### config.mk
export PLATFORM = sky130hd
export DESIGN_NAME = dew_top
export DESIGN_NICKNAME = d
export VERILOG_FILES = /design/src/shared/dew_pkg.sv /design/src/core/dew_top.sv
export SDC_FILE = /design/constraint.sdc
export NUM_CORES = 1
export LEC_CHECK = 0
export BUFFER_PORTS_ARGS = -buffer_cell sky130_fd_sc_hd__buf_4
export CORE_MARGIN = 2
export CORE_UTILIZATION = 50
export DETAILED_ROUTE_END_ITERATION = 10
export PLACE_DENSITY = 0.81
export SLEW_MARGIN = 20
export SYNTH_ARGS = -nofsm -noshare
export SYNTH_HDL_FRONTEND = slang
export SYNTH_SLANG_ARGS = --single-unit
### constraint.sdc
create_clock -name MCLK -period 3 [get_ports MCLK]
set_input_delay 0.75 -clock MCLK [delete_from_list [all_inputs] [get_ports MCLK]]
set_output_delay 0.75 -clock MCLK [all_outputs]
set_load 0.05 [all_outputs]
### src/shared/dew_pkg.sv
// Package for the debug enclave write leaf: constants, types, register map
// Operation
// Leaf 05H of the supervisor enclave op selects the debug enclave write.
// Write eight bytes in 64-bit mode, else four low bytes; no override.
// 64-bit mode only when long mode active and code long bit both set.
// Misaligned target (8 in 64-bit, 4 otherwise) gives protection fault zero.
// Target outside the enclave page cache gives page fault with address.
// Take shared map entry access; concurrent modifier gives protection fault.
// Map entry valid bit clear gives page fault with target address.
// Page type not regular, thread, or shadow stack gives page fault.
// Pending or modified page: set zero flag, not-debuggable code, skip write.
// Thread page offset masked FF8H must equal flags word offset, else fault.
// Owning control structure debug attribute zero gives protection fault.
// Success sets result register zero and clears zero flag.
// Completion clears carry, parity, aux carry, overflow and sign flags.
// Map entry read, write and execute permissions are never checked.
// Target in an enclave control structure page faults.
// Non-canonical target in 64-bit mode gives protection fault zero.
// Outside 64-bit, unusable or violated data segment gives protection fault.
// Checks in order; first failure ends; no memory change on fault or error.
package dew_pkg;

  // ------------------------------------------------------------
  // Operation encodings
  // ------------------------------------------------------------
  localparam logic [31:0] LEAF_DEBUG_WRITE      = 32'h0000_0005;
  localparam logic [63:0] PAGE_NOT_DEBUGGABLE   = 64'h0000_0000_0000_000b;
  localparam logic [11:0] TCS_OFFSET_MASK       = 12'hff8;
  localparam logic [11:0] TCS_FLAGS_OFFSET      = 12'h008;
  localparam int          CANON_BITS            = 48;

  // Page types held in the map entry
  localparam logic [2:0]  PT_REGULAR            = 3'h1;
  localparam logic [2:0]  PT_THREAD             = 3'h2;
  localparam logic [2:0]  PT_CONTROL            = 3'h0;
  localparam logic [2:0]  SHADOW_STACK_FIRST_TYPE_CODE      = 3'h5;
  localparam logic [2:0]  SHADOW_STACK_REST_TYPE_CODE       = 3'h6;

  // ------------------------------------------------------------
  // Wishbone register map (word offsets as byte addresses)
  // ------------------------------------------------------------
  localparam logic [7:0]  REG_CTRL              = 8'h00;
  localparam logic [7:0]  REG_LEAF              = 8'h04;
  localparam logic [7:0]  REG_ADDR_LO           = 8'h08;
  localparam logic [7:0]  REG_ADDR_HI           = 8'h0c;
  localparam logic [7:0]  REG_DATA_LO           = 8'h10;
  localparam logic [7:0]  REG_DATA_HI           = 8'h14;
  localparam logic [7:0]  REG_MODE              = 8'h18;
  localparam logic [7:0]  REG_RESULT_LO         = 8'h1c;
  localparam logic [7:0]  REG_RESULT_HI         = 8'h20;
  localparam logic [7:0]  REG_STATUS            = 8'h24;
  localparam logic [7:0]  REG_IRQ_STAT          = 8'h28;
  localparam logic [7:0]  REG_IRQ_EN            = 8'h2c;
  localparam logic [7:0]  REG_IRQ_CLR           = 8'h30;

  // Bit positions
  localparam int          CTRL_GO_BIT           = 0;
  localparam int          MODE_LMA_BIT          = 0;
  localparam int          MODE_CSL_BIT          = 1;
  localparam int          MODE_DSOK_BIT         = 2;
  localparam int          IRQ_DONE_BIT          = 0;
  localparam int          IRQ_GP_BIT            = 1;
  localparam int          IRQ_PF_BIT            = 2;
  localparam int          IRQ_W                 = 3;

  // Reset values
  localparam logic [2:0]  MODE_RST              = 3'h7;
  localparam logic [IRQ_W-1:0] IRQ_EN_RST       = 3'h0;

  // Operation outcome
  typedef enum logic [1:0] {
    OUT_OK,
    OUT_NOTDBG,
    OUT_GP,
    OUT_PF
  } dew_outcome_e;

  // Page map entry as seen from the lookup port
  typedef struct packed {
    logic       in_cache;
    logic       valid;
    logic [2:0] ptype;
    logic       pending;
    logic       modified;
    logic [2:0] rwx;
    logic       debug;
  } dew_entry_s;

  // Memory write request toward enclave memory
  typedef struct packed {
    logic [63:0] addr;
    logic [63:0] data;
    logic [7:0]  be;
  } dew_wr_s;

  // Flag outputs of the leaf
  typedef struct packed {
    logic zf;
    logic cf;
    logic pf;
    logic af;
    logic of;
    logic sf;
  } dew_flags_s;

endpackage

### src/core/dew_top.sv
// Debug enclave write leaf: checks, write, result and flags, Wishbone slave
//
// The Wishbone slave port and the register offsets were left to the implementer.
`timescale 1ns/10ps
`default_nettype none
module dew_top (
  // Clock and reset
  input  wire logic              MCLK,
  input  wire logic              SYS_RST,
  // Wishbone slave
  input  wire logic              WB_CYC_I,
  input  wire logic              WB_STB_I,
  input  wire logic              WB_WE_I,
  input  wire logic [7:0]        WB_ADR_I,
  input  wire logic [3:0]        WB_SEL_I,
  input  wire logic [31:0]       WB_DAT_I,
  output logic      [31:0]       WB_DAT_O,
  output logic                   WB_ACK_O,
  // Page map lookup (same clock domain)
  output logic      [63:0]       MAP_ADDR,
  input  wire dew_pkg::dew_entry_s MAP_ENTRY,
  input  wire logic              MAP_BUSY,
  input  wire logic              SEG_FAULT,
  output logic                   MAP_SHARED,
  // Enclave memory write
  output logic                   MEM_WR_VALID,
  output dew_pkg::dew_wr_s       MEM_WR,
  input  wire logic              MEM_WR_READY,
  // Results
  output dew_pkg::dew_flags_s    FLAGS,
  output logic                   GP_FAULT,
  output logic                   PF_FAULT,
  output logic      [63:0]       PF_ADDR,
  output logic                   IRQ
);
  import dew_pkg::*;

  // ------------------------------------------------------------
  // State and registers
  // ------------------------------------------------------------
  typedef enum logic [1:0] {
    ST_IDLE,
    ST_LOOK,
    ST_WRITE
  } dew_state_e;

  dew_state_e       state_q;
  logic [31:0]      leaf_q;
  logic [63:0]      addr_q;
  logic [63:0]      data_q;
  logic [2:0]       mode_q;
  logic [63:0]      result_q;
  dew_flags_s       flags_q;
  logic             gp_q;
  logic             pf_q;
  logic             busy_q;
  logic [IRQ_W-1:0] irq_stat_q;
  logic [IRQ_W-1:0] irq_en_q;
  logic             ack_q;
  logic [31:0]      rdata_q;
  logic             wr_valid_q;

  // ------------------------------------------------------------
  // Bus decode
  // ------------------------------------------------------------
  wire        bus_req   = WB_CYC_I & WB_STB_I & ~ack_q;
  // Writes land at the edge that sees ack high, as a classic master expects
  wire        bus_wr    = WB_CYC_I & WB_STB_I & WB_WE_I & ack_q;
  wire        wr_ctrl   = bus_wr & (WB_ADR_I == REG_CTRL);
  wire        wr_leaf   = bus_wr & (WB_ADR_I == REG_LEAF);
  wire        wr_alo    = bus_wr & (WB_ADR_I == REG_ADDR_LO);
  wire        wr_ahi    = bus_wr & (WB_ADR_I == REG_ADDR_HI);
  wire        wr_dlo    = bus_wr & (WB_ADR_I == REG_DATA_LO);
  wire        wr_dhi    = bus_wr & (WB_ADR_I == REG_DATA_HI);
  wire        wr_mode   = bus_wr & (WB_ADR_I == REG_MODE);
  wire        wr_ien    = bus_wr & (WB_ADR_I == REG_IRQ_EN);
  wire        wr_iclr   = bus_wr & (WB_ADR_I == REG_IRQ_CLR);
  // Operand writes during an operation are ignored so the check sees stable inputs
  wire        op_wr_ok  = ~busy_q;
  wire        go        = wr_ctrl & WB_SEL_I[0] & WB_DAT_I[CTRL_GO_BIT] & op_wr_ok;

  // Byte-lane merge for a 32-bit register
  function automatic logic [31:0] lane_merge(input logic [31:0] old,
                                             input logic [31:0] nw,
                                             input logic [3:0]  sel);
    logic [31:0] r;
    r = old;
    for (int i = 0; i < 4; i++) begin
      if (sel[i]) begin
        r[i*8 +: 8] = nw[i*8 +: 8];
      end
    end
    return r;
  endfunction

  // Read mux, unmapped addresses read zero
  logic [31:0] rd_mux;
  always_comb begin
    unique case (WB_ADR_I)
      REG_LEAF:      rd_mux = leaf_q;
      REG_ADDR_LO:   rd_mux = addr_q[31:0];
      REG_ADDR_HI:   rd_mux = addr_q[63:32];
      REG_DATA_LO:   rd_mux = data_q[31:0];
      REG_DATA_HI:   rd_mux = data_q[63:32];
      REG_MODE:      rd_mux = {29'h0, mode_q};
      REG_RESULT_LO: rd_mux = result_q[31:0];
      REG_RESULT_HI: rd_mux = result_q[63:32];
      REG_STATUS:    rd_mux = {23'h0, busy_q, pf_q, gp_q, flags_q};
      REG_IRQ_STAT:  rd_mux = {29'h0, irq_stat_q};
      REG_IRQ_EN:    rd_mux = {29'h0, irq_en_q};
      default:       rd_mux = 32'h0000_0000;
    endcase
  end

  // ------------------------------------------------------------
  // Check chain
  // ------------------------------------------------------------
  wire        mode64     = mode_q[MODE_LMA_BIT] & mode_q[MODE_CSL_BIT];
  wire        leaf_ok    = (leaf_q == LEAF_DEBUG_WRITE);
  wire        canon_bad  = mode64 &
    (addr_q[63:CANON_BITS-1] != {(65-CANON_BITS){addr_q[CANON_BITS-1]}});
  wire        seg_bad    = ~mode64 & (~mode_q[MODE_DSOK_BIT] | SEG_FAULT);
  wire        align_bad  = mode64 ? (addr_q[2:0] != 3'h0)
                                  : (addr_q[1:0] != 2'h0);
  wire        not_cache  = ~MAP_ENTRY.in_cache;
  wire        conflict   = MAP_BUSY;
  wire        invalid    = ~MAP_ENTRY.valid;
  wire [2:0]  pt         = MAP_ENTRY.ptype;
  // Control-structure pages fall out here as an unaccepted type
  wire        type_bad   = (pt != PT_REGULAR) & (pt != PT_THREAD) &
                           (pt != SHADOW_STACK_FIRST_TYPE_CODE) & (pt != SHADOW_STACK_REST_TYPE_CODE);
  wire        notdbg     = MAP_ENTRY.pending | MAP_ENTRY.modified;
  wire        tcs_bad    = (pt == PT_THREAD) &
    ((addr_q[11:0] & TCS_OFFSET_MASK) != (TCS_FLAGS_OFFSET & TCS_OFFSET_MASK));
  wire        dbg_off    = ~MAP_ENTRY.debug;
  // Permission bits of the entry are deliberately left unread
  wire [2:0]  rwx_unused = MAP_ENTRY.rwx;

  // First failing check wins
  dew_outcome_e outcome;
  always_comb begin
    if (canon_bad | seg_bad | align_bad) begin
      outcome = OUT_GP;
    end else if (not_cache) begin
      outcome = OUT_PF;
    end else if (conflict) begin
      outcome = OUT_GP;
    end else if (invalid | type_bad) begin
      outcome = OUT_PF;
    end else if (notdbg) begin
      outcome = OUT_NOTDBG;
    end else if (tcs_bad | dbg_off) begin
      outcome = OUT_GP;
    end else begin
      outcome = OUT_OK;
    end
  end

  // Byte enables and data follow the mode, never an operand size
  wire [7:0]  wr_be    = mode64 ? 8'hff : 8'h0f;
  wire [63:0] wr_data  = mode64 ? data_q : {32'h0, data_q[31:0]};
  wire        wr_done  = (state_q == ST_WRITE) & MEM_WR_READY;
  wire        finish   = ((state_q == ST_LOOK) & (outcome != OUT_OK)) | wr_done;
  wire        ev_gp    = (state_q == ST_LOOK) & (outcome == OUT_GP);
  wire        ev_pf    = (state_q == ST_LOOK) & (outcome == OUT_PF);
  wire        ev_done  = finish & ~ev_gp & ~ev_pf;
  wire [IRQ_W-1:0] ev_vec = {ev_pf, ev_gp, ev_done};
  wire [IRQ_W-1:0] clr_vec = wr_iclr ? WB_DAT_I[IRQ_W-1:0] : {IRQ_W{1'b0}};

  // ------------------------------------------------------------
  // Operation sequencer
  // ------------------------------------------------------------
  always_ff @(posedge MCLK) begin
    if (SYS_RST) begin
      state_q    <= ST_IDLE;
      busy_q     <= 1'b0;
      wr_valid_q <= 1'b0;
    end else begin
      unique case (state_q)
        ST_IDLE: begin
          if (go & leaf_ok) begin
            state_q <= ST_LOOK;
            busy_q  <= 1'b1;
          end
        end
        ST_LOOK: begin
          if (outcome == OUT_OK) begin
            state_q    <= ST_WRITE;
            wr_valid_q <= 1'b1;
          end else begin
            state_q <= ST_IDLE;
            busy_q  <= 1'b0;
          end
        end
        ST_WRITE: begin
          if (MEM_WR_READY) begin
            state_q    <= ST_IDLE;
            wr_valid_q <= 1'b0;
            busy_q     <= 1'b0;
          end
        end
      endcase
    end
  end

  // Result, flags and fault reporting
  always_ff @(posedge MCLK) begin
    if (SYS_RST) begin
      result_q <= 64'h0;
      flags_q  <= '0;
      gp_q     <= 1'b0;
      pf_q     <= 1'b0;
    end else if (go & leaf_ok) begin
      gp_q <= 1'b0;
      pf_q <= 1'b0;
    end else if (ev_gp) begin
      gp_q <= 1'b1;
    end else if (ev_pf) begin
      pf_q <= 1'b1;
    end else if (finish) begin
      result_q <= wr_done ? 64'h0 : PAGE_NOT_DEBUGGABLE;
      flags_q  <= '{zf: ~wr_done, default: 1'b0};
    end
  end

  // Operand registers, interrupt registers and bus answer
  always_ff @(posedge MCLK) begin
    if (SYS_RST) begin
      leaf_q     <= 32'h0;
      addr_q     <= 64'h0;
      data_q     <= 64'h0;
      mode_q     <= MODE_RST;
      irq_stat_q <= '0;
      irq_en_q   <= IRQ_EN_RST;
      ack_q      <= 1'b0;
      rdata_q    <= 32'h0;
    end else begin
      ack_q   <= bus_req;
      rdata_q <= rd_mux;
      if (wr_leaf & op_wr_ok) leaf_q <= lane_merge(leaf_q, WB_DAT_I, WB_SEL_I);
      if (wr_alo & op_wr_ok) addr_q[31:0] <= lane_merge(addr_q[31:0], WB_DAT_I, WB_SEL_I);
      if (wr_ahi & op_wr_ok) addr_q[63:32] <= lane_merge(addr_q[63:32], WB_DAT_I, WB_SEL_I);
      if (wr_dlo & op_wr_ok) data_q[31:0] <= lane_merge(data_q[31:0], WB_DAT_I, WB_SEL_I);
      if (wr_dhi & op_wr_ok) data_q[63:32] <= lane_merge(data_q[63:32], WB_DAT_I, WB_SEL_I);
      if (wr_mode & op_wr_ok & WB_SEL_I[0]) mode_q <= WB_DAT_I[2:0];
      if (wr_ien & WB_SEL_I[0]) irq_en_q <= WB_DAT_I[IRQ_W-1:0];
      // A new event wins over a clear in the same cycle
      irq_stat_q <= (irq_stat_q & ~clr_vec) | ev_vec;
    end
  end

  // ------------------------------------------------------------
  // Outputs
  // ------------------------------------------------------------
  assign WB_ACK_O      = ack_q;
  assign WB_DAT_O      = rdata_q;
  assign MAP_ADDR      = addr_q;
  assign MAP_SHARED    = (state_q == ST_LOOK);
  assign MEM_WR_VALID  = wr_valid_q;
  assign MEM_WR        = '{addr: addr_q, data: wr_data, be: wr_be};
  assign FLAGS         = flags_q;
  assign GP_FAULT      = gp_q;
  assign PF_FAULT      = pf_q;
  assign PF_ADDR       = addr_q;
  assign IRQ           = |(irq_stat_q & irq_en_q);

endmodule
`default_nettype wire

# Word-level counts from Yosys, hierarchy flattened
# Cells that the tools add are included.
op_classes:
  n_reduce_logical: 34
  eq_ne: 28
  mux: 22
  n_bitwise: 59
ops:
  columns: ["op", "count"]
  rows:
  - ["one-hot mux 32 bit (11 select lines)", 1]
  - ["two-way mux 64 bit", 1]
  - ["AND reduction 2 bit", 22]
  - ["equality test 8 x 6 -> 1 bit (second input constant)", 5]
  - ["bitwise AND 1 bit", 38]
  - ["equality test 32 x 3 -> 1 bit (second input constant)", 1]
  - ["equality test 8 x 5 -> 1 bit (second input constant)", 4]
  - ["two-way mux 2 bit", 9]
  - ["equality test 8 x 4 -> 1 bit (second input constant)", 2]
  - ["inequality test 16 bit", 1]
  - ["inverter 1 bit", 10]
  - ["inequality test 9 x 1 -> 1 bit (second input constant)", 1]
  - ["equality test 8 x 3 -> 1 bit (second input constant)", 1]
  - ["zero test 8 bit", 1]
  - ["two-way mux 8 bit", 1]
  - ["bitwise OR 1 bit", 7]
  - ["bitwise AND 3 bit", 2]
  - ["equality test 2 bit (second input constant)", 3]
  - ["inequality test 2 bit (second input constant)", 3]
  - ["inequality test 3 bit (second input constant)", 2]
  - ["one-hot mux 2 bit (3 select lines)", 1]
  - ["AND reduction 3 bit", 2]
  - ["nonzero test 2 bit", 3]
  - ["two-way mux 1 bit", 5]
  - ["other kinds (16)", 17]
word_totals:
  inputBits: 63
  register_bits: 273
  word_cells: 175

# Longest topological paths before layout
# Gate-level depths: netlist of run 1.
logic_depth:
  ltp_word: 15
  depth_mapped: 8
  ltp_nobuf: 6

# Worst setup path after synthesis of run 1
# OpenSTA, ideal clock, no wires.
synth_timing:
  path_kind: "input port to flip-flop"
  startpoint: "input port WB_ADR_I[2]"
  endpoint: "register leaf_q[7]"
  path_stages: 8
  arrival_time_ns: 2.353
  setup_slack_ns: 0.519
  required_ns: 2.872
  path_cell_list: "buf_2 > nor4b_1 > and2_1 > buf_4 > nor2b_1 > buf_2 > mux2i_1 > nor2_1"
synth_via:
  elab_chain_cells: 4
synth_lines:
  columns: ["element", "line_no", "text"]
  rows:
  - ["from (decl)", "dew_top.sv:14", "input wire logic [7:0] WB_ADR_I,"]
  - ["equality test 8 x 3 -> 1 bit", "dew_top.sv:70", "wire wr_leaf = bus_wr & (WB_ADR_I == REG_LEAF);"]
  - ["bitwise AND 1 bit", "dew_top.sv:70", null]
  - ["bitwise AND 1 bit", "dew_top.sv:240", "if (wr_leaf & op_wr_ok) leaf_q <= lane_merge(leaf_q, WB_DAT_I, WB_SEL_I);"]
  - ["AND reduction 2 bit (no line)", null, null]
  - ["to (signal assigned)", "dew_top.sv:240", null]
  - ["to (decl)", "dew_top.sv:48", "logic [31:0] leaf_q;"]
# No other way between the ends.
# A chain may end at the register's enable or synchronous reset.

# Worst setup path in the final report of run 1
layout_timing:
  startpoint: "register addr_q[11], in the netlist MAP_ADDR[11]"
  endpoint: "register state_q[1]"
layout_via:
  elab_chain_cells: 12
layout_lines:
  columns: ["element", "line_no", "text"]
  rows:
  - ["from (decl)", "dew_top.sv:49", "logic [63:0] addr_q;"]
  - ["from (signal assigned)", "dew_top.sv:241", "if (wr_alo & op_wr_ok) addr_q[31:0] <= lane_merge(addr_q[31:0], WB_DAT_I, WB_SEL_I);"]
  - ["inequality test 9 x 1 -> 1 bit", "dew_top.sv:134", "((addr_q[11:0] & TCS_OFFSET_MASK) != (TCS_FLAGS_OFFSET & TCS_OFFSET_MASK));"]
  - ["bitwise AND 1 bit", "dew_top.sv:133", "wire tcs_bad = (pt == PT_THREAD) &"]
  - ["bitwise OR 1 bit", "dew_top.sv:152", "end else if (tcs_bad | dbg_off) begin"]
  - ["two-way mux 2 bit", "dew_top.sv:152", null]
  - ["two-way mux 2 bit", "dew_top.sv:150", "end else if (notdbg) begin"]
  - ["two-way mux 2 bit", "dew_top.sv:148", "end else if (invalid | type_bad) begin"]
  - ["two-way mux 2 bit", "dew_top.sv:146", "end else if (conflict) begin"]
  - ["two-way mux 2 bit", "dew_top.sv:144", "end else if (not_cache) begin"]
  - ["two-way mux 2 bit", "dew_top.sv:142", "if (canon_bad | seg_bad | align_bad) begin"]
  - ["zero test 2 bit", "dew_top.sv:187", "if (outcome == OUT_OK) begin"]
  - ["two-way mux 2 bit", "dew_top.sv:187", null]
  - ["one-hot mux 2 bit (3 select lines)", "dew_top.sv:179", "unique case (state_q)"]
  - ["to (signal assigned)", "dew_top.sv:182", "state_q <= ST_LOOK;"]
  - ["to (signal assigned)", "dew_top.sv:188", "state_q <= ST_WRITE;"]
  - ["to (signal assigned)", "dew_top.sv:191", "state_q <= ST_IDLE;"]
  - ["to (decl)", "dew_top.sv:47", "dew_state_e state_q;"]
# No other way between the ends.

==> results, run 1 <==
- The flow ran to the end, and the final reports show no timing, DRC or antenna violations.
- Entering global routing, the biggest net connects 177 pins.
- The number of antenna diodes in the final layout is 0.
- TritonCTS created 23 clock buffers.
- The met2 usage in global routing is 44.88%.
- The flip-flop and latch count after synthesis is 209.
- The total net switching power is 1.316 mW.
- The layer flagged by global routing as most heavily used is met2.
- The CTS clock-pin slew for the worst setup and hold paths is 60 ps.
- The filler cell count in the final layout is 1726.
- The worst path in the final design needs a cycle of 2681 ps, including I/O delays and setup.
- The layout overhead on the synthesized area is 24.91%.
- The number of enable flip-flop cells after synthesis is 0.
- The library cell occupying the most area in the post-synthesis netlist is dfxtp_1.
- The die is 147.1 um wide.
- Static timing analysis puts the maximum clock frequency at 373.0 MHz.
- On the critical path, the stage with the largest delay is an instance of nor4b_1.
- The data required time of the worst path is 3440 ps.
- Per report_power, the combinational group accounts for 4.6% of the total.
- The aggregate global-route resource usage is 27.32%.
- The die height is 147.1 um.
- Once detail routing completed, the nets flagged for antenna violations numbered 0.
- In this run the standard cell core region covers 20170 um2.
- The initial utilization of the core area, before any placement, comes to 50.76%.
- The count of final max-slew check failures is 0.
- Across the VDD grid, the largest voltage drop is 0.3873 mV.
- The post-synth design cell area is 10240 um2.
- In the final timing run, aggregate negative setup slack is 0 ps.
- The first-pass detailed-route iteration total is 6.
- The area of all placed cells without fillers is 12790 um2.
- The kind of critical path is reg -> reg.
- The internal power consumption is 4.510 mW.
- Of all nets on the critical path, the largest fanout is 6.
- For the worst-skew pair, the clock arrives at the later sink with an insertion delay of 510 ps.
- The area used by sequential logic in the layout is 4184 um2.
- The most common cell in the synthesized netlist is dfxtp_1.
- The total half-perimeter wirelength after legalization and detailed placement is 21860 um.
- After clock tree synthesis, the flow added hold-fix buffers numbering 0.
- The worst setup path is captured at a flip-flop.
- The first global-routing pass estimated 47270 um of wire.
- Traced cell by cell, the critical path runs through nor4b_1, a32oi_1, or4b_4, a211oi_2, or3b_1, a21oi_2.
- Global routing consumed, on the met1 layer, 37.49% of the routing resources.
- TritonCTS built the clock tree.
- After synthesis, the netlist uses 63 different library cells.
- The commonest cells after synthesis are dfxtp_1 (209), buf_4 (178), nor2_1 (174), mux2i_1 (165), a22oi_1 (50).
- Using the TritonRoute via totals, the vias-per-cell ratio works out to 5.561.
- Of the total power, the clock network draws 47.5%.
- In this run the clock root is driven by a clkbuf_16.
- The share of total power in sequential cells is 47.9%.
- The average footprint of a synthesized cell is 9.315 um2.
- In the final layout, the multi-input gates occupy 4478 um2.
- In this run the power density over the cells is 455.6 nW/um2.
- The end-of-flow core utilization is 63.40%.
- The number of antenna violations at the first check in global routing was 0.
- The number of warnings printed during yosys synthesis is 0.
- The min-delay analysis places its worst path in the category reg -> reg.
- Post-CTS timing repair inserted 0 buffers for setup.
- At the end of routability-driven placement, the weighted congestion stood at 0.8780.
- 371 I/O pins were placed.
- The share of async-settable or async-resettable flops after synthesis is 0%.
- During placement, the flow inserted port buffers numbering 358.
- After detailed routing, the number of remaining DRC violations is 0.
- The number of failing hold endpoints at the final stage was 0.
- In this run, the number of DRC markers left after iteration 0 of detailed routing was 750.
- The tree built by TritonCTS fans out to 209 sinks.
- The setup violation total in the final timing report is 0.
- The total die area is 21640 um2.
- The number of violations of the max-capacitance limit is 0.
- The most used flip-flop cell after synthesis is dfxtp_1.
- The detailed router placed 8759 vias in this run.
- The number of placed instances, taps included is 1537.
- The worst max-slew margin expressed relative to the limit is 47.31%.
- The clock arrives with 11.72 ps of skew.
- The wire length after detailed routing is 31450 um.
- STA classifies the critical path startpoint as a flip-flop.
- The number of nets in the layout is 1358.
- Setup repair after global routing left no endpoint under its margin.
- The share of the yosys chip area belonging to registers is 40.87%.
- The met3 capacity usage during global routing is 5.280%.
- The number of instances resized during post-cts repair is 0.
- The overflow left after global routing is 0.
- The switching fraction of total power is 22.58%.
- The wire length per cell after detailed routing is 19.97 um.
- The static leakage is 6.310 nW.
- The worst path uses 89.38% of the clock period.
- In the final layout, the share of cells above drive strength 1 is 35.86%.
- The initialized floorplan defines 52 standard-cell rows.
- No sink is reached through more buffers than the 3 on the longest clock path.
- CTS built an H-tree with a depth of 1.
- Summing all placed instances gives a cell area of 12060 um2.
- The worst-margin pin slew is 790.3 ps.
- The number of global-route vias before repair is 8178.
- On the worst path, the slowest cell contributes a delay of 610 ps.
- Data arrives at the worst endpoint at 3120 ps.
- The synthesized instance count is 1099.
- For this run, the number of standard cells in the final layout without fillers is 1575.
- By area the synthesized netlist is led by dfxtp_1 (41%), mux2i_1 (16%), buf_4 (13%).
- The synthesized design devotes to its leading area cell type 40.87% of total area.
## per-stage QoR
| step | setup slack (ps) | total power, mW | hold slack (ps) |
|---|---|---|---|
| floorplan | 519.0 | 2.994 | 439.5 |
| finish | 318.7 | 5.826 | 461.2 |
| CTS | 442.9 | 5.854 | 466.8 |
| detailed placement | 62.42 | 3.115 | 466.1 |
| global route | 307.8 | 5.995 | 494.5 |
| global placement | 128.3 | 3.111 | 448.1 |
## power by group through the flow
stage               registers [mW]  logic (mW)  clock network (mW)
detailed placement            2.85       0.263                   0
floorplan                     2.86       0.138                   0
CTS                           2.79       0.264                2.80
global route                  2.79       0.284                2.92
finish                        2.79       0.268                2.77
global placement              2.85       0.258                   0
## logic make-up (layout without fill, tap and decap cells)
| logic type | Yosys count | count (layout) | share of synthesized area (%) |
|---|---|---|---|
| AO/OA/AOI/OAI | 141 | 141 | 9.998 |
| AND/OR/NAND/NOR | 330 | 330 | 16.57 |
| XOR/XNOR | 1 | 1 | 0.08557 |
| multiplexers | 166 | 166 | 16.24 |
| flip-flops | 209 | 209 | 40.87 |
| adder cells (fa/ha/maj) | 3 | 3 | 0.3667 |
| other | 2 | 9 | 0.07336 |
| buffers and inverters | 247 | 446 | 15.79 |
## cell usage in the layout, fill, tap and decap left out, types with 3 or more instances in the layout
cell       instances
nor4b_1            8
clkbuf_16         23
a21oi_1           27
a22o_1             3
and2_1             5
clkbuf_8           6
and3_1            33
ha_1               3
a31oi_1           17
or4_1              3
nor4_1             7
nor3_1             3
a22oi_1           50
nand4_1            7
nand3_2           15
o21ai_0            6
a211o_1            3
nand2b_1           3
mux2i_1          165
a221oi_1           5
or3_1              3
a211oi_1           3
nor2_1           173
nand3_1            3
inv_1             11
clkbuf_1           5
buf_12             3
nor2b_1            8
conb_1             9
dfxtp_1          209
o22ai_1            3
nand2_1           36
buf_4            394
a222oi_1          13
## worst paths after layout
kind / start / endpoint / slack [ps] / cells past startpoint
worst min-delay path: WB_ACK_O$_SDFF_PP0_ / WB_ACK_O$_SDFF_PP0_ / 460 / 1
worst min register to register: WB_ACK_O$_SDFF_PP0_ / WB_ACK_O$_SDFF_PP0_ / 460 / 1
worst max register to register: MAP_ADDR[11]$_SDFFE_PP0P_ / state_q[1]$_SDFFE_PP0P_ / 320 / 6
worst max-delay path: MAP_ADDR[11]$_SDFFE_PP0P_ / state_q[1]$_SDFFE_PP0P_ / 320 / 6
## routing by layer
metal	vias to the layer above	routed length, um
met5	-	0
met1	4239	13010
met2	423	15170
met4	0	525
met3	48	2748
li1	4049	-
## sequential cells by signal, indices dropped and copies added, names as in the netlist
name	count
MAP_ADDR	64
data_q	64
WB_DAT_O	32
leaf_q	32
irq_en_q	3
irq_stat_q	3
mode_q	3
state_q	2
GP_FAULT	1
MEM_WR_VALID	1
PF_FAULT	1
WB_ACK_O	1
busy_q	1
result_q	1
## critical path: cells and delay by family (launching register included)
family / cells / cell delay (ps)
simple gates: 3 / 1540
compound gates: 3 / 680
flops: 1 / 390
## layout make-up
cell class	count	share of cell area, %
Timing Repair Buffer	397	23.60
Multi-Input combinational cell	650	35.02
Sequential cell	209	32.72
Inverter	11	0.3229
Tap cell	270	2.642
Clock buffer	34	5.294
Clock inverter	4	0.4012
Note: power is estimated with default switching activity, not from simulation.
==> run 2: changes to the inputs <==
--- a/config.mk
+++ b/config.mk
@@ -7,9 +7,9 @@
 export LEC_CHECK = 0
 export BUFFER_PORTS_ARGS = -buffer_cell sky130_fd_sc_hd__buf_4
 export CORE_MARGIN = 2
-export CORE_UTILIZATION = 50
+export CORE_UTILIZATION = 45
 export DETAILED_ROUTE_END_ITERATION = 10
-export PLACE_DENSITY = 0.81
+export PLACE_DENSITY = 0.77
 export SLEW_MARGIN = 20
 export SYNTH_ARGS = -nofsm -noshare
 export SYNTH_HDL_FRONTEND = slang
==> constraint.sdc (replaced) <==
create_clock -name MCLK -period 2.2 [get_ports MCLK]
set_input_delay 0.55 -clock MCLK [delete_from_list [all_inputs] [get_ports MCLK]]
set_output_delay 0.55 -clock MCLK [all_outputs]
set_load 0.05 [all_outputs]
==> run 2 against run 1 <==
Net effect:
- highest routed layer unchanged
- largest power group unchanged
- clock-buffer cell count down 3
- wire length up 6.3%
- sequential power up 36%
- global-route usage down 0.90 points
- sequential cell count unchanged
- largest cell class unchanged
==> results, run 2 (synthesis results as in run 1) <==
- The run finished with clean final reports.
- The largest voltage drop on the vdd net is 0.5503 mV (+42%).
- The count of final max-slew check failures is 0 (unchanged).
- The minimum clock period after layout is 2189 ps (-491.8 ps).
- The wire length of the first global-routing pass is 50100 um (+6.0%).
- The number of nets in the layout came to 1446 (+6.5%).
- The number of port buffers is 358 (unchanged).
- The overall power after layout is 7.878 mW (+35%).
- The wire length after detailed routing was 33450 um (+6.3%).
- The power density relative to cell area is 570.0 nW/um2 (+25%).
- The setup slack on the worst flop-to-flop path is 10 ps (-310 ps).
- The share of post-route cells with drive strength above 1 is 41.97% (+6.1 points).
- The critical path endpoint category is a flip-flop.
- The number of failing hold endpoints at the final stage is 0 (unchanged).
- The maximum clock rate was 456.7 MHz (+22%).
- The area of the core region was 22500 um2 (+12%).
- The number of levels the H-tree was split into is 1 (unchanged).
- The critical path data arrival time was 2640 ps (-480 ps).
- The first-pass detailed-route iteration total is 6 (unchanged).
- The part of the cycle the worst path needs was 99.52% (+10 points).
- The most frequent standard cell in the layout excluding fill and tap cells is buf_4.
- The overflow left after global routing is 0 (unchanged).
- The I/O pin count came to 371 (unchanged).
- The setup violation total in the final timing report is 0 (unchanged).
- The critical path is of the reg -> reg type.
- The worst-path maximum fanout is 2 (-4).
- The remaining antenna violation count after routing is 0 (unchanged).
- The overall die width is 154.8 um (+5.3%).
- The aggregate global-route resource usage is 26.42% (-0.90 points).
- The largest stage delay on the critical path was 560 ps (-50 ps).
- The number of cells traversed by the worst register-to-register path was 7 (+1).
- The clock latency on the worst-skew pair is 510 ps (about the same).
- The cell type of the slowest stage on the worst timing path is or4b_4.
- The static leakage is 6.876 nW (+9.0%).
- The CTS clock-pin slew for the worst setup and hold paths came to 60 ps (about the same).
- The smallest setup slack after layout came to 10.52 ps (-308.2 ps).
- The DRC violation count after routing is 0 (unchanged).
- The sink count of the clock tree was 209 (unchanged).
- The total half-perimeter wirelength after legalization and detailed placement was 23690 um (+8.4%).
- The type of the tightest min-delay check is in -> reg.
- The CTS root buffer is clkbuf_16.
- The data required time of the worst path is 2650 ps (-790 ps).
- The total die area came to 23970 um2 (+11%).
- The initial cell density of the core is 45.49% (-5.3 points).
- The first-iteration detailed-routing DRC count is 744 (-0.80%).
- Traced cell by cell, the critical path runs through nor4_4, buf_4, a32oi_2, or4b_4, a211oi_2, or3b_1, a21oi_2.
- The clock buffer count from CTS was 23 (unchanged).
- The startpoint identified for the worst register-to-register timing path is MAP_ADDR[8]$_SDFFE_PP0P_.
- STA classifies the critical path startpoint as a flip-flop.
- The die height is 154.8 um (+5.3%).
- Setup repair after global routing could not meet its margin everywhere.
- TritonCTS built the clock tree.
- The maximum number of pins on one net before global-route repair was 85 (-52%).
- The count of vias placed by the detailed router came to 9297 (+6.1%).
- The cell depth of the worst hold path is 3 (+2).
- The row count is 55 (+5.8%).
- The path with the worst hold slack has its endpoint at WB_ACK_O$_SDFF_PP0_.
- In the layout the commonest cells are buf_4 (459), dfxtp_1 (192), nor2_1 (173), mux2i_1 (165), a22oi_1 (50).
- The clock skew is 12.84 ps (+1.115 ps).
- The count of buffering cells on the critical path with inverters included came to 1 (+1).
- The post-place setup slack is -280.6 ps (-343.1 ps).
- The endpoint of the worst-slack reg-to-reg timing path is state_q[1]$_SDFFE_PP0P_.
- The maximum buffer depth of the clock tree is 3 (unchanged).
- The wire length per cell after detailed routing is 19.92 um (-0.25%).
- The layout overhead on the synthesized area is 35.00%.
- The number of antenna cells inserted was 0 (unchanged).
- The startpoint of the tightest hold check path is WB_STB_I.
- Among cell families on the critical path, the largest total delay comes from simple AND/OR/NAND/NOR gates.
- The cts-stage hold buffer count is 0 (unchanged).
- The number of antenna violations at the first check in global routing came to 0 (unchanged).
- The number of violations of the max-capacitance limit is 0 (unchanged).
- The routed via count divided by cell count was 5.537 (-0.43%).
- The number of global-route vias before repair was 8802 (+7.6%).
- The weighted congestion at the end of routability-driven global placement was 0.8593 (-2.1%).
## run 2: layout make-up
cell class                 instances  area [um2]
clock inverter                     8       72.57
timing repair buffer             485        3944
tap                              285       356.6
clock buffer                      31       625.6
inverter                          11       41.29
sequential                       209        4205
fill                            1891        8682
multi-input combinational        650        4576
## run 2: power by group
part,switching (mW),leakage [nW],internal [mW]
combinational,0.256,4.85,0.156
sequential,0.00932,1.69,3.79
clock,1.56,0.335,2.10
total,1.82,6.88,6.05
## run 2: tightest hold or removal path, cell delays in order
cell and delay, ps:
buf_4 120, nand2_1 50, nor3_1 30
## run 2: worst max-delay path by stage
stage                        startpoint                   endpoint  slack, ps  cells past startpoint
6_report       MAP_ADDR[8]$_SDFFE_PP0P_    state_q[1]$_SDFFE_PP0P_         10                      7
5_1_grt        MAP_ADDR[8]$_SDFFE_PP0P_    state_q[1]$_SDFFE_PP0P_        -60                      7
4_1_cts        MAP_ADDR[8]$_SDFFE_PP0P_  MEM_WR_VALID$_SDFFE_PP0P_        -30                      7
3_5_place_dp                WB_ADR_I[7]  MAP_ADDR[61]$_SDFFE_PP0P_       -280                      7
3_3_place_gp                WB_DAT_I[0]    state_q[1]$_SDFFE_PP0P_       -230                      9
2_1_floorplan               WB_ADR_I[7]     data_q[0]$_SDFFE_PP0P_        -40                      8
## run 2: through the flow
| step | cells | utilization, % | cell area (um2) | TNS [ps] | hold slack (ps) |
|---|---|---|---|---|---|
| global placement | 1640 | 57.78 | 13000 | -21950 | 408.5 |
| floorplan | 1106 | - | 10290 | -413.1 | 439.5 |
| detailed placement | 1640 | 57.78 | 13000 | -27740 | 418.2 |
| global route | 1679 | 61.42 | 13820 | -137.7 | 294.2 |
| CTS | 1679 | 61.11 | 13750 | -46.14 | 265.7 |
| finish | 1679 | 61.42 | 13820 | 0 | 279.1 |
## run 2: per-layer routing
metal	part of all wire [%]	GRT usage (%)	vias up
met5	0	0	-
met4	1.5	6.041	0
met3	8.8	4.427	43
met2	47	43.47	498
met1	42	36.45	4523
li1	-	-	4233
## run 2: repair_timing
item                       in CTS  in global routing
hold endpoints to repair        0                  0
setup buffers                   0                  0
resized for setup               9                 15
setup endpoints to repair      33                 28
pin swaps                       3                  7
==> run 3: changes to the inputs <==
--- a/config.mk
+++ b/config.mk
@@ -7,9 +7,9 @@
 export LEC_CHECK = 0
 export BUFFER_PORTS_ARGS = -buffer_cell sky130_fd_sc_hd__buf_4
 export CORE_MARGIN = 2
-export CORE_UTILIZATION = 45
+export CORE_UTILIZATION = 50
 export DETAILED_ROUTE_END_ITERATION = 10
-export PLACE_DENSITY = 0.77
+export PLACE_DENSITY = 0.81
 export SLEW_MARGIN = 20
 export SYNTH_ARGS = -nofsm -noshare
 export SYNTH_HDL_FRONTEND = slang
==> constraint.sdc (replaced) <==
create_clock -name MCLK -period 2.45 [get_ports MCLK]
set_input_delay 0.6125 -clock MCLK [delete_from_list [all_inputs] [get_ports MCLK]]
set_output_delay 0.6125 -clock MCLK [all_outputs]
set_load 0.05 [all_outputs]
==> run 3 against run 2 <==
Net effect:
- clock power shrank 7.4%
- worst setup slack improved by 72 ps
- critical path depth decreased by 1
- die area shrank 9.7%
- largest cell class unchanged
- maximum frequency fell by 7.5%
- largest power group unchanged
- combinational power decreased by 16%
- sequential cell count unchanged
- non-clock buffer count is 39 lower
- final cell count down 3.3%
- hold slack improved by 69 ps
- global-route usage grew 1.8 points
==> results, run 3 (synthesis results as in run 1) <==
- The run finished with clean final reports.
- The maximum clock rate is 422.4 MHz (-7.5%).
- The number of placed instances, taps included came to 1586 (-3.3%).
- The DRC violation count after routing is 0 (unchanged).
- The setup fix buffers added after clock tree synthesis is 0 (unchanged).
- The I/O pin count was 371 (unchanged).
- The footprint of the multi-input gates is 4494 um2 (-1.8%).
- The critical path endpoint category is a flip-flop.
- The initial cell density of the core is 50.76% (+5.3 points).
- The post-place setup slack is -124.5 ps (+156.2 ps).
- The data required time of the worst path is 2900 ps (+250 ps).
- The number of violations of the max-capacitance limit is 0 (unchanged).
- The first-iteration detailed-routing DRC count is 663 (-11%).
- The largest stage delay on the critical path is 570 ps (about the same).
- The setup violation total in the final timing report came to 0 (unchanged).
- The area of all placed cells without fillers is 13320 um2 (-3.6%).
- The row count is 52 (-5.5%).
- Setup repair after global routing left no endpoint under its margin.
- The clock latency on the worst-skew pair is 520 ps (about the same).
- The placement-stage cell area was 12580 um2 (-3.3%).
- The wire length per cell after detailed routing is 19.94 um (+0.10%).
- The root buffer cell chosen for the clock tree is clkbuf_16.
- The wire length after detailed routing is 32380 um (-3.2%).
- The filler cell count in the final layout was 1640 (-13%).
- The cts-stage hold buffer count is 0 (unchanged).
- STA classifies the critical path startpoint as a flip-flop.
- The weighted congestion at the end of routability-driven global placement is 0.8832 (+2.8%).
- The number of port buffers is 358 (unchanged).
- The largest voltage drop on the vdd net is 0.5571 mV (+1.2%).
- The number of levels the H-tree was split into came to 1 (unchanged).
- The clock buffer count from CTS is 23 (unchanged).
- The maximum number of pins on one net before global-route repair is 96 (+13%).
- The area used by sequential logic in the layout came to 4184 um2 (-0.51%).
- The remaining antenna violation count after routing is 0 (unchanged).
- The overall die width is 147.1 um (-5.0%).
- The overall power after layout is 7.150 mW (-9.2%).
- The worst max-slew margin expressed relative to the limit is 42.58%.
- The part of the cycle the worst path needs is 96.63% (-2.9 points).
- The kind of critical path is reg -> reg.
- Grouping stages by cell kind, the critical path spends the most delay in simple AND/OR/NAND/NOR gates.
- The post-route non-filler standard cell count is 1624 (-3.3%).
- At the pin with the least slew margin, the transition time is 861.3 ps.
- The total half-perimeter wirelength after legalization and detailed placement was 22520 um (-4.9%).
- The critical path data arrival time came to 2820 ps (+180 ps).
- The CTS clock-pin slew for the worst setup and hold paths came to 60 ps (about the same).
- The first-pass detailed-route iteration total is 8 (+2).
- The library cells used most frequently in the layout, excluding fill and tap cells, are buf_4 (431), dfxtp_1 (209), nor2_1 (173), mux2i_1 (165), a22oi_1 (50).
- The smallest setup slack after layout is 82.61 ps (+72.09 ps).
- The total die area is 21640 um2 (-9.7%).
- The maximum buffer depth of the clock tree is 3 (unchanged).
- The clock tree from TritonCTS is yes.
- The number of global-route vias before repair is 8588 (-2.4%).
- The area of the core region came to 20170 um2 (-10%).
- The aggregate global-route resource usage is 28.26% (+1.8 points).
- The power density relative to cell area is 536.8 nW/um2 (-5.8%).
- The minimum clock period after layout is 2367 ps (+177.9 ps).
- The overflow left after global routing is 0 (unchanged).
- On the critical path, the stage with the largest delay is an instance of nor4b_1.
- The routed via count divided by cell count is 5.616 (+1.4%).
- The tightest min-delay check is of the in -> reg type.
- The setup TNS came to 0 ps (unchanged).
- The die height came to 147.1 um (-5.0%).
- The number of antenna violations at the first check in global routing is 0 (unchanged).
- The sink count of the clock tree came to 209 (unchanged).
- The number of antenna cells inserted is 0 (unchanged).
- The clock skew is 15.28 ps (+2.442 ps).
- Traced cell by cell, the critical path runs through nor4b_1, nand4_1, nor4_2, o22ai_1, or3b_1, a21oi_2.
- The number of nets in the layout is 1407 (-2.7%).
- The count of vias placed by the detailed router is 9121 (-1.9%).
- From synthesis to final layout, the design area changed by 30.13%.
- Leaving out fill and tap cells, the most frequent cell in the layout is buf_4.
- The wire length of the first global-routing pass is 48560 um (-3.1%).
- The static leakage is 6.634 nW (-3.5%).
- The count of buffering cells on the critical path with inverters included is 0 (-1).
- The worst-path maximum fanout came to 4 (+2).
- The share of post-route cells with drive strength above 1 came to 38.55% (-3.4 points).
- The count of final max-slew check failures was 0 (unchanged).
- The number of failing hold endpoints at the final stage was 0 (unchanged).
-- run 3: changes by cell type in the layout (fill, tap and decap cells not counted), moves of 2 or more --
cell	change
clkbuf_8	+4
buf_6	-2
buf_4	-28
nor4_1	+2
clkbuf_1	-3
nor4b_1	+3
nor4b_2	-2
clkinvlp_4	-3
dfxtp_2	-17
buf_12	-8
dfxtp_1	+17
-- run 3: final timing paths --
| check | from | to | slack, ps | cells after the start |
|---|---|---|---|---|
| worst min-delay path | WB_STB_I | WB_ACK_O$_SDFF_PP0_ | 350 | 3 |
| worst min register to register | WB_ACK_O$_SDFF_PP0_ | WB_ACK_O$_SDFF_PP0_ | 470 | 1 |
| worst max-delay path | leaf_q[12]$_SDFFE_PP0P_ | state_q[1]$_SDFFE_PP0P_ | 80 | 6 |
| worst max register to register | leaf_q[12]$_SDFFE_PP0P_ | state_q[1]$_SDFFE_PP0P_ | 80 | 6 |
-- run 3: worst register-to-register path, cell delays in order (launching register included) --
cell     delay, ps
dfxtp_1        330
nor4b_1        570
nand4_1        230
nor4_2         410
o22ai_1        230
or3b_1         400
a21oi_2        130
-- run 3: metrics by stage --
step	util, %	hold slack [ps]
2_1_floorplan	-	439.5
3_3_place_gp	62.36	448.5
3_5_place_dp	62.36	460.4
4_1_cts	66.03	339.9
5_1_grt	66.05	343.8
6_report	66.05	348.3
-- run 3: layout make-up --
class                           instances  area share, %
Clock buffer                           32          5.025
Clock inverter                          6         0.4414
Inverter                               11         0.3099
Multi-Input combinational cell        650          33.74
Sequential cell                       209          31.41
Tap cell                              270          2.536
Timing Repair Buffer                  446          26.54
-- run 3: per-layer routing --
layer	vias up	track usage (%)	routed length, um
met2	490	47.38	15550
met5	-	0	0
met1	4408	38.28	13450
met4	0	7.356	624
met3	59	4.317	2762
li1	4164	-	-
-- run 3: what timing repair did --
item | CTS | global route
pin swaps | 0 | 1
endpoints found under the setup margin | 2 | 1
gates resized for setup | 2 | 1
-- run 3: report_power, final --
part | switching (mW) | leakage, nW | total [mW] | internal (mW)
logic | 0.224 | 4.59 | 0.348 | 0.124
registers | 0.00864 | 1.68 | 3.42 | 3.41
clock network | 1.39 | 0.364 | 3.39 | 2.00
total | 1.62 | 6.63 | 7.15 | 5.53
